File: src/mem_order_consts.vh
// Constants shared by the memory ordering unit and its helper modules.
`ifndef MEM_ORDER_CONSTS_VH
`define MEM_ORDER_CONSTS_VH
`define ADDR_W 32
`define DATA_W 32
`define SB_DEPTH 8
`define SB_PTR_W 3
`define SB_CNT_W 4
`define SB_FULL 4'h8
`define TYPE_W 3
`define TYPE_WRITEBACK 3'h0
`define TYPE_WRITETHROUGH 3'h1
`define TYPE_WRITE_PROTECT 3'h2
`define TYPE_WRITE_COMBINING 3'h3
`define TYPE_WRITE_COMBINING_PLUS 3'h4
`define TYPE_UNCACHEABLE 3'h5
`define KIND_W 2
`define KIND_PLAIN 2'h0
`define KIND_PORT_IO 2'h1
`define KIND_ATOMIC 2'h2
`define KIND_SERIALIZE 2'h3
`define FENCE_W 2
`define FENCE_LOAD 2'h1
`define FENCE_STORE 2'h2
`define FENCE_FULL 2'h3
`define DEFER_LIMIT 4'hf
`endif

File: src/store_buffer_lookup.v
// Address search of the store buffer for forwarding and uncacheable checks.
`include "mem_order_consts.vh"
module store_buffer_lookup (
   // Buffer contents.
   input wire [`SB_DEPTH-1:0] entryValid,
   input wire [`SB_DEPTH*`ADDR_W-1:0] entryAddrFlat,
   input wire [`SB_DEPTH*`DATA_W-1:0] entryDataFlat,
   input wire [`SB_DEPTH-1:0] entryUncached,
   input wire [`SB_PTR_W-1:0] head,
   // Address being looked up.
   input wire [`ADDR_W-1:0] lookAddr,
   // Results.
   output reg hit,
   output reg [`DATA_W-1:0] hitData,
   output wire anyUncached
);
   // Per-entry address match against valid entries only.
   wire [`SB_DEPTH-1:0] match;
   genvar g;
   generate
      for (g = 0; g < `SB_DEPTH; g = g + 1) begin : gMatch
         assign match[g] = entryValid[g] && (entryAddrFlat[g*`ADDR_W +: `ADDR_W] == lookAddr);
      end
   endgenerate

   // Any buffered uncacheable store blocks a later load.
   assign anyUncached = |(entryValid & entryUncached);

   // Walk from the oldest entry so the youngest match is the one kept.
   integer k;
   reg [`SB_PTR_W-1:0] idx;
   always @* begin
      hit = 1'b0;
      hitData = {`DATA_W{1'b0}};
      idx = head;
      for (k = 0; k < `SB_DEPTH; k = k + 1) begin
         idx = head + k[`SB_PTR_W-1:0];
         if (match[idx]) begin
            hit = 1'b1;
            hitData = entryDataFlat[idx*`DATA_W +: `DATA_W];
         end
      end
   end
endmodule // store_buffer_lookup

File: src/mem_port_arbiter.v
// Chooses between a waiting load and a buffered write for the memory port.
`include "mem_order_consts.vh"
module mem_port_arbiter (
   // Clock and reset.
   input wire clk_sys,
   input wire rst,
   // Requests.
   input wire loadReq,
   input wire drainReq,
   input wire drainUrgent,
   input wire portFree,
   // Grants.
   output wire grantLoad,
   output wire grantDrain
);
   // Counts loads that have jumped ahead of a waiting write.
   reg [3:0] defer_reg;
   reg [3:0] defer_next;
   wire starve;

   // Reads win so the pipeline stalls less, but a bounded number of times only,
   // so that a stream of loads cannot hold writes forever.
   assign starve = (defer_reg == `DEFER_LIMIT);
   assign grantDrain = portFree && drainReq && (!loadReq || drainUrgent || starve);
   assign grantLoad = portFree && loadReq && !grantDrain;

   // Next deferral count.
   always @* begin
      defer_next = defer_reg;
      if (grantDrain || !drainReq) begin
         defer_next = 4'h0;
      end else if (grantLoad) begin
         defer_next = defer_reg + 4'h1;
      end
   end

   // Deferral counter.
   always @(posedge clk_sys or posedge rst) begin
      if (rst) begin
         defer_reg <= 4'h0;
      end else begin
         defer_reg <= defer_next;
      end
   end
endmodule // mem_port_arbiter

File: src/memory_order_store_buffer.v
// Load/store ordering unit with an in-order write buffer.
`include "mem_order_consts.vh"
module memory_order_store_buffer (
   // Clock and reset.
   input wire clk_sys,
   input wire rst,
   // Requests from the pipeline, in program order.
   input wire reqValid,
   output wire reqReady,
   input wire reqStore,
   input wire [`TYPE_W-1:0] reqType,
   input wire reqStream,
   input wire [`KIND_W-1:0] reqKind,
   input wire [`ADDR_W-1:0] reqAddr,
   input wire [`DATA_W-1:0] reqData,
   // Barriers from the pipeline.
   input wire fenceValid,
   input wire [`FENCE_W-1:0] fenceKind,
   output wire fenceReady,
   // Interrupt or exception taken.
   input wire intrEvent,
   // Load answers and fetch control.
   output reg respValid,
   output reg [`DATA_W-1:0] respData,
   output reg fetchHold,
   output reg wcFlush,
   // Memory port.
   output reg memValid,
   input wire memReady,
   output reg memWrite,
   output reg [`ADDR_W-1:0] memAddr,
   output reg [`DATA_W-1:0] memData,
   output reg [`TYPE_W-1:0] memType,
   input wire memRdValid,
   input wire [`DATA_W-1:0] memRdData
);
   // Sequencer states.
   localparam ST_IDLE = 3'h0;
   localparam ST_LD_ISSUE = 3'h1;
   localparam ST_LD_WAIT = 3'h2;
   localparam ST_SP_DRAIN = 3'h3;
   localparam ST_SP_ISSUE = 3'h4;
   localparam ST_SP_WAIT = 3'h5;

   // True for the uncacheable memory type.
   function isUncached;
      input [`TYPE_W-1:0] t;
      begin
         isUncached = (t == `TYPE_UNCACHEABLE);
      end
   endfunction

   // Buffer storage and pointers.
   reg [`ADDR_W-1:0] bufAddr [0:`SB_DEPTH-1];
   reg [`DATA_W-1:0] bufData [0:`SB_DEPTH-1];
   reg [`TYPE_W-1:0] bufType [0:`SB_DEPTH-1];
   reg [`SB_PTR_W-1:0] head_reg;
   reg [`SB_PTR_W-1:0] tail_reg;
   reg [`SB_CNT_W-1:0] count_reg;
   // Sequencer state and the request it is working on.
   reg [2:0] state_reg;
   reg [`ADDR_W-1:0] pendAddr_reg;
   reg [`DATA_W-1:0] pendData_reg;
   reg [`TYPE_W-1:0] pendType_reg;
   reg pendStore_reg;
   reg pendSerial_reg;
   // Drain everything before any new request; set by a full barrier or an interrupt.
   reg drainAll_reg;
   reg intrHold_reg;

   // Flattened buffer view for the lookup module.
   wire [`SB_DEPTH-1:0] entryValid;
   wire [`SB_DEPTH*`ADDR_W-1:0] entryAddrFlat;
   wire [`SB_DEPTH*`DATA_W-1:0] entryDataFlat;
   wire [`SB_DEPTH-1:0] entryUncached;
   genvar g;
   generate
      for (g = 0; g < `SB_DEPTH; g = g + 1) begin : gView
         // Slot number cut to pointer width, so the age wraps like the pointers do.
         localparam integer SLOT = g;
         wire [`SB_PTR_W-1:0] age;
         assign age = SLOT[`SB_PTR_W-1:0] - head_reg;
         assign entryValid[g] = ({1'b0, age} < count_reg);
         assign entryAddrFlat[g*`ADDR_W +: `ADDR_W] = bufAddr[g];
         assign entryDataFlat[g*`DATA_W +: `DATA_W] = bufData[g];
         assign entryUncached[g] = isUncached(bufType[g]);
      end
   endgenerate

   // Lookup results for the pending load.
   wire fwdHit;
   wire [`DATA_W-1:0] fwdData;
   wire anyUncached;
   store_buffer_lookup uLookup (
      .entryValid(entryValid),
      .entryAddrFlat(entryAddrFlat),
      .entryDataFlat(entryDataFlat),
      .entryUncached(entryUncached),
      .head(head_reg),
      .lookAddr(pendAddr_reg),
      .hit(fwdHit),
      .hitData(fwdData),
      .anyUncached(anyUncached)
   );

   // Buffer status and the memory port's availability.
   wire bufEmpty = (count_reg == {`SB_CNT_W{1'b0}});
   wire bufFull = (count_reg == `SB_FULL);
   wire portFree = !memValid;
   wire isIdle = (state_reg == ST_IDLE);

   // A pending load may go to memory only when no ordering hazard stands.
   // Uncacheable loads wait for an empty buffer; others wait out any
   // buffered uncacheable store, and may otherwise pass buffered stores.
   wire ldUc = isUncached(pendType_reg);
   wire ldBlocked = ldUc ? !bufEmpty : anyUncached;
   wire ldForward = !ldUc && !anyUncached && fwdHit;
   wire loadReq = (state_reg == ST_LD_ISSUE) && !ldBlocked && !ldForward;

   // Writes are urgent when the buffer is full or a drain has been demanded.
   wire drainUrgent = bufFull || drainAll_reg || (state_reg == ST_SP_DRAIN);
   wire grantLoad;
   wire grantDrain;
   mem_port_arbiter uArb (
      .clk_sys(clk_sys),
      .rst(rst),
      .loadReq(loadReq),
      .drainReq(!bufEmpty),
      .drainUrgent(drainUrgent),
      .portFree(portFree),
      .grantLoad(grantLoad),
      .grantDrain(grantDrain)
   );

   // Request handshakes. Barriers take precedence over a request in the same cycle.
   // A store is taken only in idle, so every earlier load has already completed.
   wire isSpecial = (reqKind != `KIND_PLAIN);
   assign fenceReady = isIdle && !drainAll_reg;
   assign reqReady = isIdle && !drainAll_reg && !intrEvent && !fenceValid &&
      !(reqStore && !isSpecial && bufFull);
   wire reqTake = reqValid && reqReady;
   wire fenceTake = fenceValid && fenceReady;
   wire enqueue = reqTake && reqStore && !isSpecial;

   // Special issue happens once the buffer and port are both quiet.
   wire spGo = (state_reg == ST_SP_ISSUE) && portFree;

   // Buffer write side; entries are appended in program order.
   always @(posedge clk_sys) begin
      if (enqueue) begin
         bufAddr[tail_reg] <= reqAddr;
         bufData[tail_reg] <= reqData;
         bufType[tail_reg] <= reqStream ? `TYPE_WRITE_COMBINING : reqType;
      end
   end

   // Buffer pointers; only the oldest entry ever leaves.
   always @(posedge clk_sys or posedge rst) begin
      if (rst) begin
         head_reg <= {`SB_PTR_W{1'b0}};
         tail_reg <= {`SB_PTR_W{1'b0}};
         count_reg <= {`SB_CNT_W{1'b0}};
      end else begin
         if (enqueue) begin
            tail_reg <= tail_reg + 3'h1;
         end
         if (grantDrain) begin
            head_reg <= head_reg + 3'h1;
         end
         if (enqueue && !grantDrain) begin
            count_reg <= count_reg + 4'h1;
         end else if (!enqueue && grantDrain) begin
            count_reg <= count_reg - 4'h1;
         end
      end
   end

   // Sequencer for loads and for port, atomic and serializing accesses.
   always @(posedge clk_sys or posedge rst) begin
      if (rst) begin
         state_reg <= ST_IDLE;
         pendAddr_reg <= {`ADDR_W{1'b0}};
         pendData_reg <= {`DATA_W{1'b0}};
         pendType_reg <= `TYPE_WRITEBACK;
         pendStore_reg <= 1'b0;
         pendSerial_reg <= 1'b0;
      end else begin
         case (state_reg)
            ST_IDLE: begin
               if (reqTake && (isSpecial || !reqStore)) begin
                  pendAddr_reg <= reqAddr;
                  pendData_reg <= reqData;
                  pendType_reg <= reqType;
                  pendStore_reg <= reqStore;
                  pendSerial_reg <= (reqKind == `KIND_SERIALIZE);
                  // Special accesses first wait for all earlier work.
                  state_reg <= isSpecial ? ST_SP_DRAIN : ST_LD_ISSUE;
               end
            end
            ST_LD_ISSUE: begin
               if (ldForward) begin
                  state_reg <= ST_IDLE;
               end else if (grantLoad) begin
                  state_reg <= ST_LD_WAIT;
               end
            end
            ST_LD_WAIT: begin
               if (memRdValid) begin
                  state_reg <= ST_IDLE;
               end
            end
            ST_SP_DRAIN: begin
               // Nothing buffered and nothing in flight on the port.
               if (bufEmpty && portFree) begin
                  state_reg <= ST_SP_ISSUE;
               end
            end
            ST_SP_ISSUE: begin
               if (spGo) begin
                  state_reg <= ST_SP_WAIT;
               end
            end
            ST_SP_WAIT: begin
               // A write is done once memory takes it; a read once data returns.
               // No later request is taken before this point.
               if (pendStore_reg ? (memValid && memReady) : memRdValid) begin
                  state_reg <= ST_IDLE;
               end
            end
            default: begin
               state_reg <= ST_IDLE;
            end
         endcase
      end
   end

   // Memory port register. Special writes go straight here, never into the buffer.
   always @(posedge clk_sys or posedge rst) begin
      if (rst) begin
         memValid <= 1'b0;
         memWrite <= 1'b0;
         memAddr <= {`ADDR_W{1'b0}};
         memData <= {`DATA_W{1'b0}};
         memType <= `TYPE_WRITEBACK;
      end else begin
         if (grantDrain) begin
            memValid <= 1'b1;
            memWrite <= 1'b1;
            memAddr <= bufAddr[head_reg];
            memData <= bufData[head_reg];
            memType <= bufType[head_reg];
         end else if (grantLoad || spGo) begin
            memValid <= 1'b1;
            memWrite <= spGo && pendStore_reg;
            memAddr <= pendAddr_reg;
            memData <= pendData_reg;
            memType <= pendType_reg;
         end else if (memReady) begin
            memValid <= 1'b0;
         end
      end
   end

   // Load answers, from the buffer or from memory.
   always @(posedge clk_sys or posedge rst) begin
      if (rst) begin
         respValid <= 1'b0;
         respData <= {`DATA_W{1'b0}};
      end else begin
         respValid <= 1'b0;
         if ((state_reg == ST_LD_ISSUE) && ldForward) begin
            respValid <= 1'b1;
            respData <= fwdData;
         end else if (((state_reg == ST_LD_WAIT) ||
            ((state_reg == ST_SP_WAIT) && !pendStore_reg)) && memRdValid) begin
            respValid <= 1'b1;
            respData <= memRdData;
         end
      end
   end

   // Drain demands, fetch hold and the combining flush strobe.
   // A new demand in the cycle the drain finishes keeps the flag set.
   always @(posedge clk_sys or posedge rst) begin
      if (rst) begin
         drainAll_reg <= 1'b0;
         intrHold_reg <= 1'b0;
         fetchHold <= 1'b0;
         wcFlush <= 1'b0;
      end else begin
         if (intrEvent || (fenceTake && (fenceKind == `FENCE_FULL))) begin
            drainAll_reg <= 1'b1;
         end else if (bufEmpty && portFree && isIdle) begin
            drainAll_reg <= 1'b0;
         end
         if (intrEvent) begin
            intrHold_reg <= 1'b1;
         end else if (bufEmpty && portFree) begin
            intrHold_reg <= 1'b0;
         end
         // Fetch waits on an interrupt drain or until a serializing access retires.
         fetchHold <= intrEvent || (intrHold_reg && !(bufEmpty && portFree)) ||
            (reqTake && (reqKind == `KIND_SERIALIZE)) ||
            (pendSerial_reg && !isIdle);
         // Store and full barriers, special accesses and interrupts flush combining.
         wcFlush <= intrEvent || (reqTake && isSpecial) ||
            (fenceTake && (fenceKind != `FENCE_LOAD));
      end
   end
endmodule // memory_order_store_buffer

File: config.mk
export PLATFORM = sky130hd
export DESIGN_NAME = memory_order_store_buffer
export DESIGN_NICKNAME = d
export VERILOG_FILES = /design/src/store_buffer_lookup.v /design/src/mem_port_arbiter.v /design/src/memory_order_store_buffer.v
export VERILOG_INCLUDE_DIRS = /design/src
export SDC_FILE = /design/constraint.sdc
export NUM_CORES = 2
export LEC_CHECK = 0
export ABC_CLOCK_PERIOD_IN_PS = 21400
export BUFFER_PORTS_ARGS = -buffer_cell sky130_fd_sc_hd__buf_2
export CORE_MARGIN = 2
export CORE_UTILIZATION = 65
export CTS_CLUSTER_SIZE = 24
export DETAILED_ROUTE_END_ITERATION = 8
export PLACE_DENSITY = 0.81
export RECOVER_POWER = 50
export SETUP_SLACK_MARGIN = 0.2
export SYNTH_ARGS = -nofsm -noshare
export SYNTH_HDL_FRONTEND = slang
export SYNTH_SLANG_ARGS = --single-unit
File: constraint.sdc
create_clock -name clk_sys -period 21.4 [get_ports clk_sys]
set_input_delay 1.07 -clock clk_sys [delete_from_list [all_inputs] [get_ports clk_sys]]
set_output_delay 1.07 -clock clk_sys [all_outputs]
set_load 0.05 [all_outputs]
==> out/results.ini <==
[finish]
mostFrequentLayoutCell=sky130_fd_sc_hd__edfxtp_1
final_net_count=3499
biggest_registers_after_layout=bufAddr x256, bufData x256
area_growth_pct=9.00
fin_util=0.712
instances_no_fill=4292
commonest_cells_after_routing_fill_and_taps_aside=sky130_fd_sc_hd__edfxtp_1 (536), sky130_fd_sc_hd__nand2_1 (333), sky130_fd_sc_hd__xnor2_1 (263), sky130_fd_sc_hd__mux4_2 (257), sky130_fd_sc_hd__o21ai_0 (215)
fill_cell_instance_count_of_the_final_layout=4182
post_route_cells_drive_above_1_share=0.205
postLayoutCellArea_mm2=0.0456

[floorplanning]
initial_core_util=0.653
die_w_um=258
die-height_um=258
design.core.area_mm2=0.0641
ios=218
die_area_mm2=0.0665
rows=93

[clock_tree]
postCtsResizedCells=0
cts-root-to-sink-buffers=3
cts.htree.levels=3
cts_setup_buffers=0
cts_bufs_inserted=77
cts_num_sinks=728
clk-insertion-delay-late_ps=650
clock_root_cell=sky130_fd_sc_hd__clkbuf_16
postCtsHoldBufs=0
clk_pin_slew_ps=60
cts_tree=yes

[timing]
timing.final.crit_share=0.393
fin_worst_hold_slack_ps=482
layout_min_cycle_time_ps=8410
totalNegativeSetupSlack_ps=0
skew_ps=28.4
worst_slew_margin_rel=-1.92
timing.final.hold_violations=0
fmax_mhz=119
max_slew.worst_pin.slew_ps=4370
grt_setup_unrepaired=no
post-route-worst-setup-slack_ps=12990
final_max_slew_viol_count=197
setup-violations-final=0

[synth]
mappedNetlistArea_mm2=0.0419
dominantRegCellSynth=sky130_fd_sc_hd__edfxtp_1
synth_enable_flop_cells=536
yosys_warnings=0
synth-async-reset-ratio=0.264
synth_fp_nets=3447
syn_inst=3315
ys_seq_elements=728
netlist-cell-type-count=81
synth.yosys.seq_area_share=0.499
synth.avg_cell_area_um2=12.6

[placed_design]
buffer_ports.inserted=217
place_ws_ps=13350
placed_cell_area_mm2=0.0432
gpl.final_weighted_congestion=0.952
post-dp-hpwl_mm=82.2
placedCellCount=4143

[global_routing]
global_route_wire_length_before_repair_mm=202
groute.usage.overall=0.407
antenna_found_initial=7
via_count_of_the_first_global_routing_pass=32500
grt_start_max_net_pins=166
grt-ovfl-total=0

[power_and_ir_drop]
leakagePower_nw=15.7
power.share.combinational=0.533
cellPowerDensity_mw_per_mm2=149
register_share_of_total_power=0.265
netSwitchingFraction=0.447
ir_drop_uv=196
p_sw_mw=3.04
share_clk_of_total_power=0.202
finalPower_mw=6.80
intPower_mw=3.76

[run_status]
violations=design-rule violations, max-capacitance violations, max-slew violations
status=complete, but fails checks

[routing]
vias_per_cell=7.53
firstDrtPassIters=9
dr_total_vias=32300
route.detailed.drc=4
routed_wl_mm=135
initialDrtViolationCount=4928
ant_nets=0
wire_length_per_cell_after_detailed_routing_um=31.5

[worst_setup_path]
crit_arrival_ps=8910
critical_path.top_delay_family=buffers and inverters
worst-setup-path-type=reg2reg
critPathMaxFanout=65
worstSetupEndpointType=register
crit_path_top_delay_cell=sky130_fd_sc_hd__dfrtp_4
crit_path_cell_trace=inv_2, nand2_1, and2_2, buf_4, inv_2, buf_4, ha_1, o21a_1, o21ai_1, nand4_1, and2_4, mux4_2, o2111ai_1, o41ai_4, nor2_2, inv_2, ha_1, inv_1, ha_1, a21o_1, a21oi_1, xnor2_1, nor2_1, xnor2_1
cp.required_ps=21900
setup.worst_path.start_class=register
worst_path_largest_cell_delay_ps=1030
critical_path_buf_inv_count=6

[flow_run]
max_cap_violations=3

[hold_path]
holdCritPathClass=reg2reg

==> metal layers <==
| layer | share of wire | up-vias | track usage |
|---|---|---|---|
| met5 | 0 | - | 0 |
| met4 | 0.079 | 0 | 0.263 |
| met3 | 0.14 | 749 | 0.117 |
| met2 | 0.45 | 2827 | 0.624 |
| met1 | 0.33 | 15700 | 0.512 |
| li1 | - | 13100 | - |
==> tightest hold or removal path, delay by kind of cell (launching register included) <==
family | cells | cell delay, ps
flops | 1 | 340
simple gates | 1 | 50
compound gates | 1 | 60
==> final timing paths <==
path | slack (ps) | startpoint | depth (start not counted) | to
min in group asynchronous | 1700 | rst | 2 | memData[2]$_DFFE_PP0P_
worst min-delay path | 480 | pendSerial_reg$_DFFE_PP0P_ | 2 | pendSerial_reg$_DFFE_PP0P_
worst min register to register | 480 | pendSerial_reg$_DFFE_PP0P_ | 2 | pendSerial_reg$_DFFE_PP0P_
max in group asynchronous | 14310 | rst | 3 | memData[11]$_DFFE_PP0P_
worst max register to register | 12990 | head_reg[1]$_DFFE_PP0N_ | 24 | count_reg[3]$_DFFE_PP0P_
worst max-delay path | 12990 | head_reg[1]$_DFFE_PP0N_ | 24 | count_reg[3]$_DFFE_PP0P_
==> logic make-up (layout without fill, tap and decap cells) <==
| kind of cell | Yosys count | after routing | synth area share |
|---|---|---|---|
| mux | 496 | 496 | 0.200 |
| xor+xnor | 266 | 266 | 0.0556 |
| simple gates | 749 | 749 | 0.0886 |
| fa+ha+maj | 20 | 20 | 0.00616 |
| flops | 728 | 728 | 0.499 |
| other cells | 0 | 7 | 0 |
| buf+inv | 323 | 438 | 0.0354 |
| compound gates | 733 | 733 | 0.115 |
==> synth_stat cells (all sizes together), types with 31 or more instances <==
cell / instances / area [µm²]
nand4: 107 / 676
a31oi: 53 / 332
mux4: 258 / 5810
a2111oi: 43 / 377
edfxtp: 536 / 16100
nor2: 76 / 288
mux2: 135 / 1520
o22ai: 31 / 194
o2111ai: 43 / 383
dfrtp: 192 / 4800
nand3: 69 / 345
o21a: 36 / 270
o31a: 54 / 473
and2: 40 / 258
xnor2: 264 / 2310
clkbuf: 194 / 728
mux2i: 103 / 1030
nor3b: 36 / 270
a21oi: 134 / 671
nand2: 334 / 1250
o21ai: 220 / 1100
buf: 104 / 661
==> power groups by stage <==
stage	Sequential, mW	Combinational, mW	Clock [mW]
2_1_floorplan	2.07	2.32	0
3_3_place_gp	1.82	3.40	0
3_5_place_dp	1.82	3.51	0
4_1_cts	1.79	3.54	1.37
5_1_grt	1.82	3.79	1.42
6_report	1.81	3.62	1.37
==> final cells by class <==
class,instances,area (µm²),area share
inverter,25,95.1,0.00208
clock buffer,111,2150,0.0471
multi-input combinational,2264,19700,0.431
sequential,728,20900,0.458
timing repair buffer,271,1350,0.0296
clock inverter,31,392,0.00858
antenna,7,17.5,0.000384
tap,855,1070,0.0234
Power figures use the tool's default switching activity.
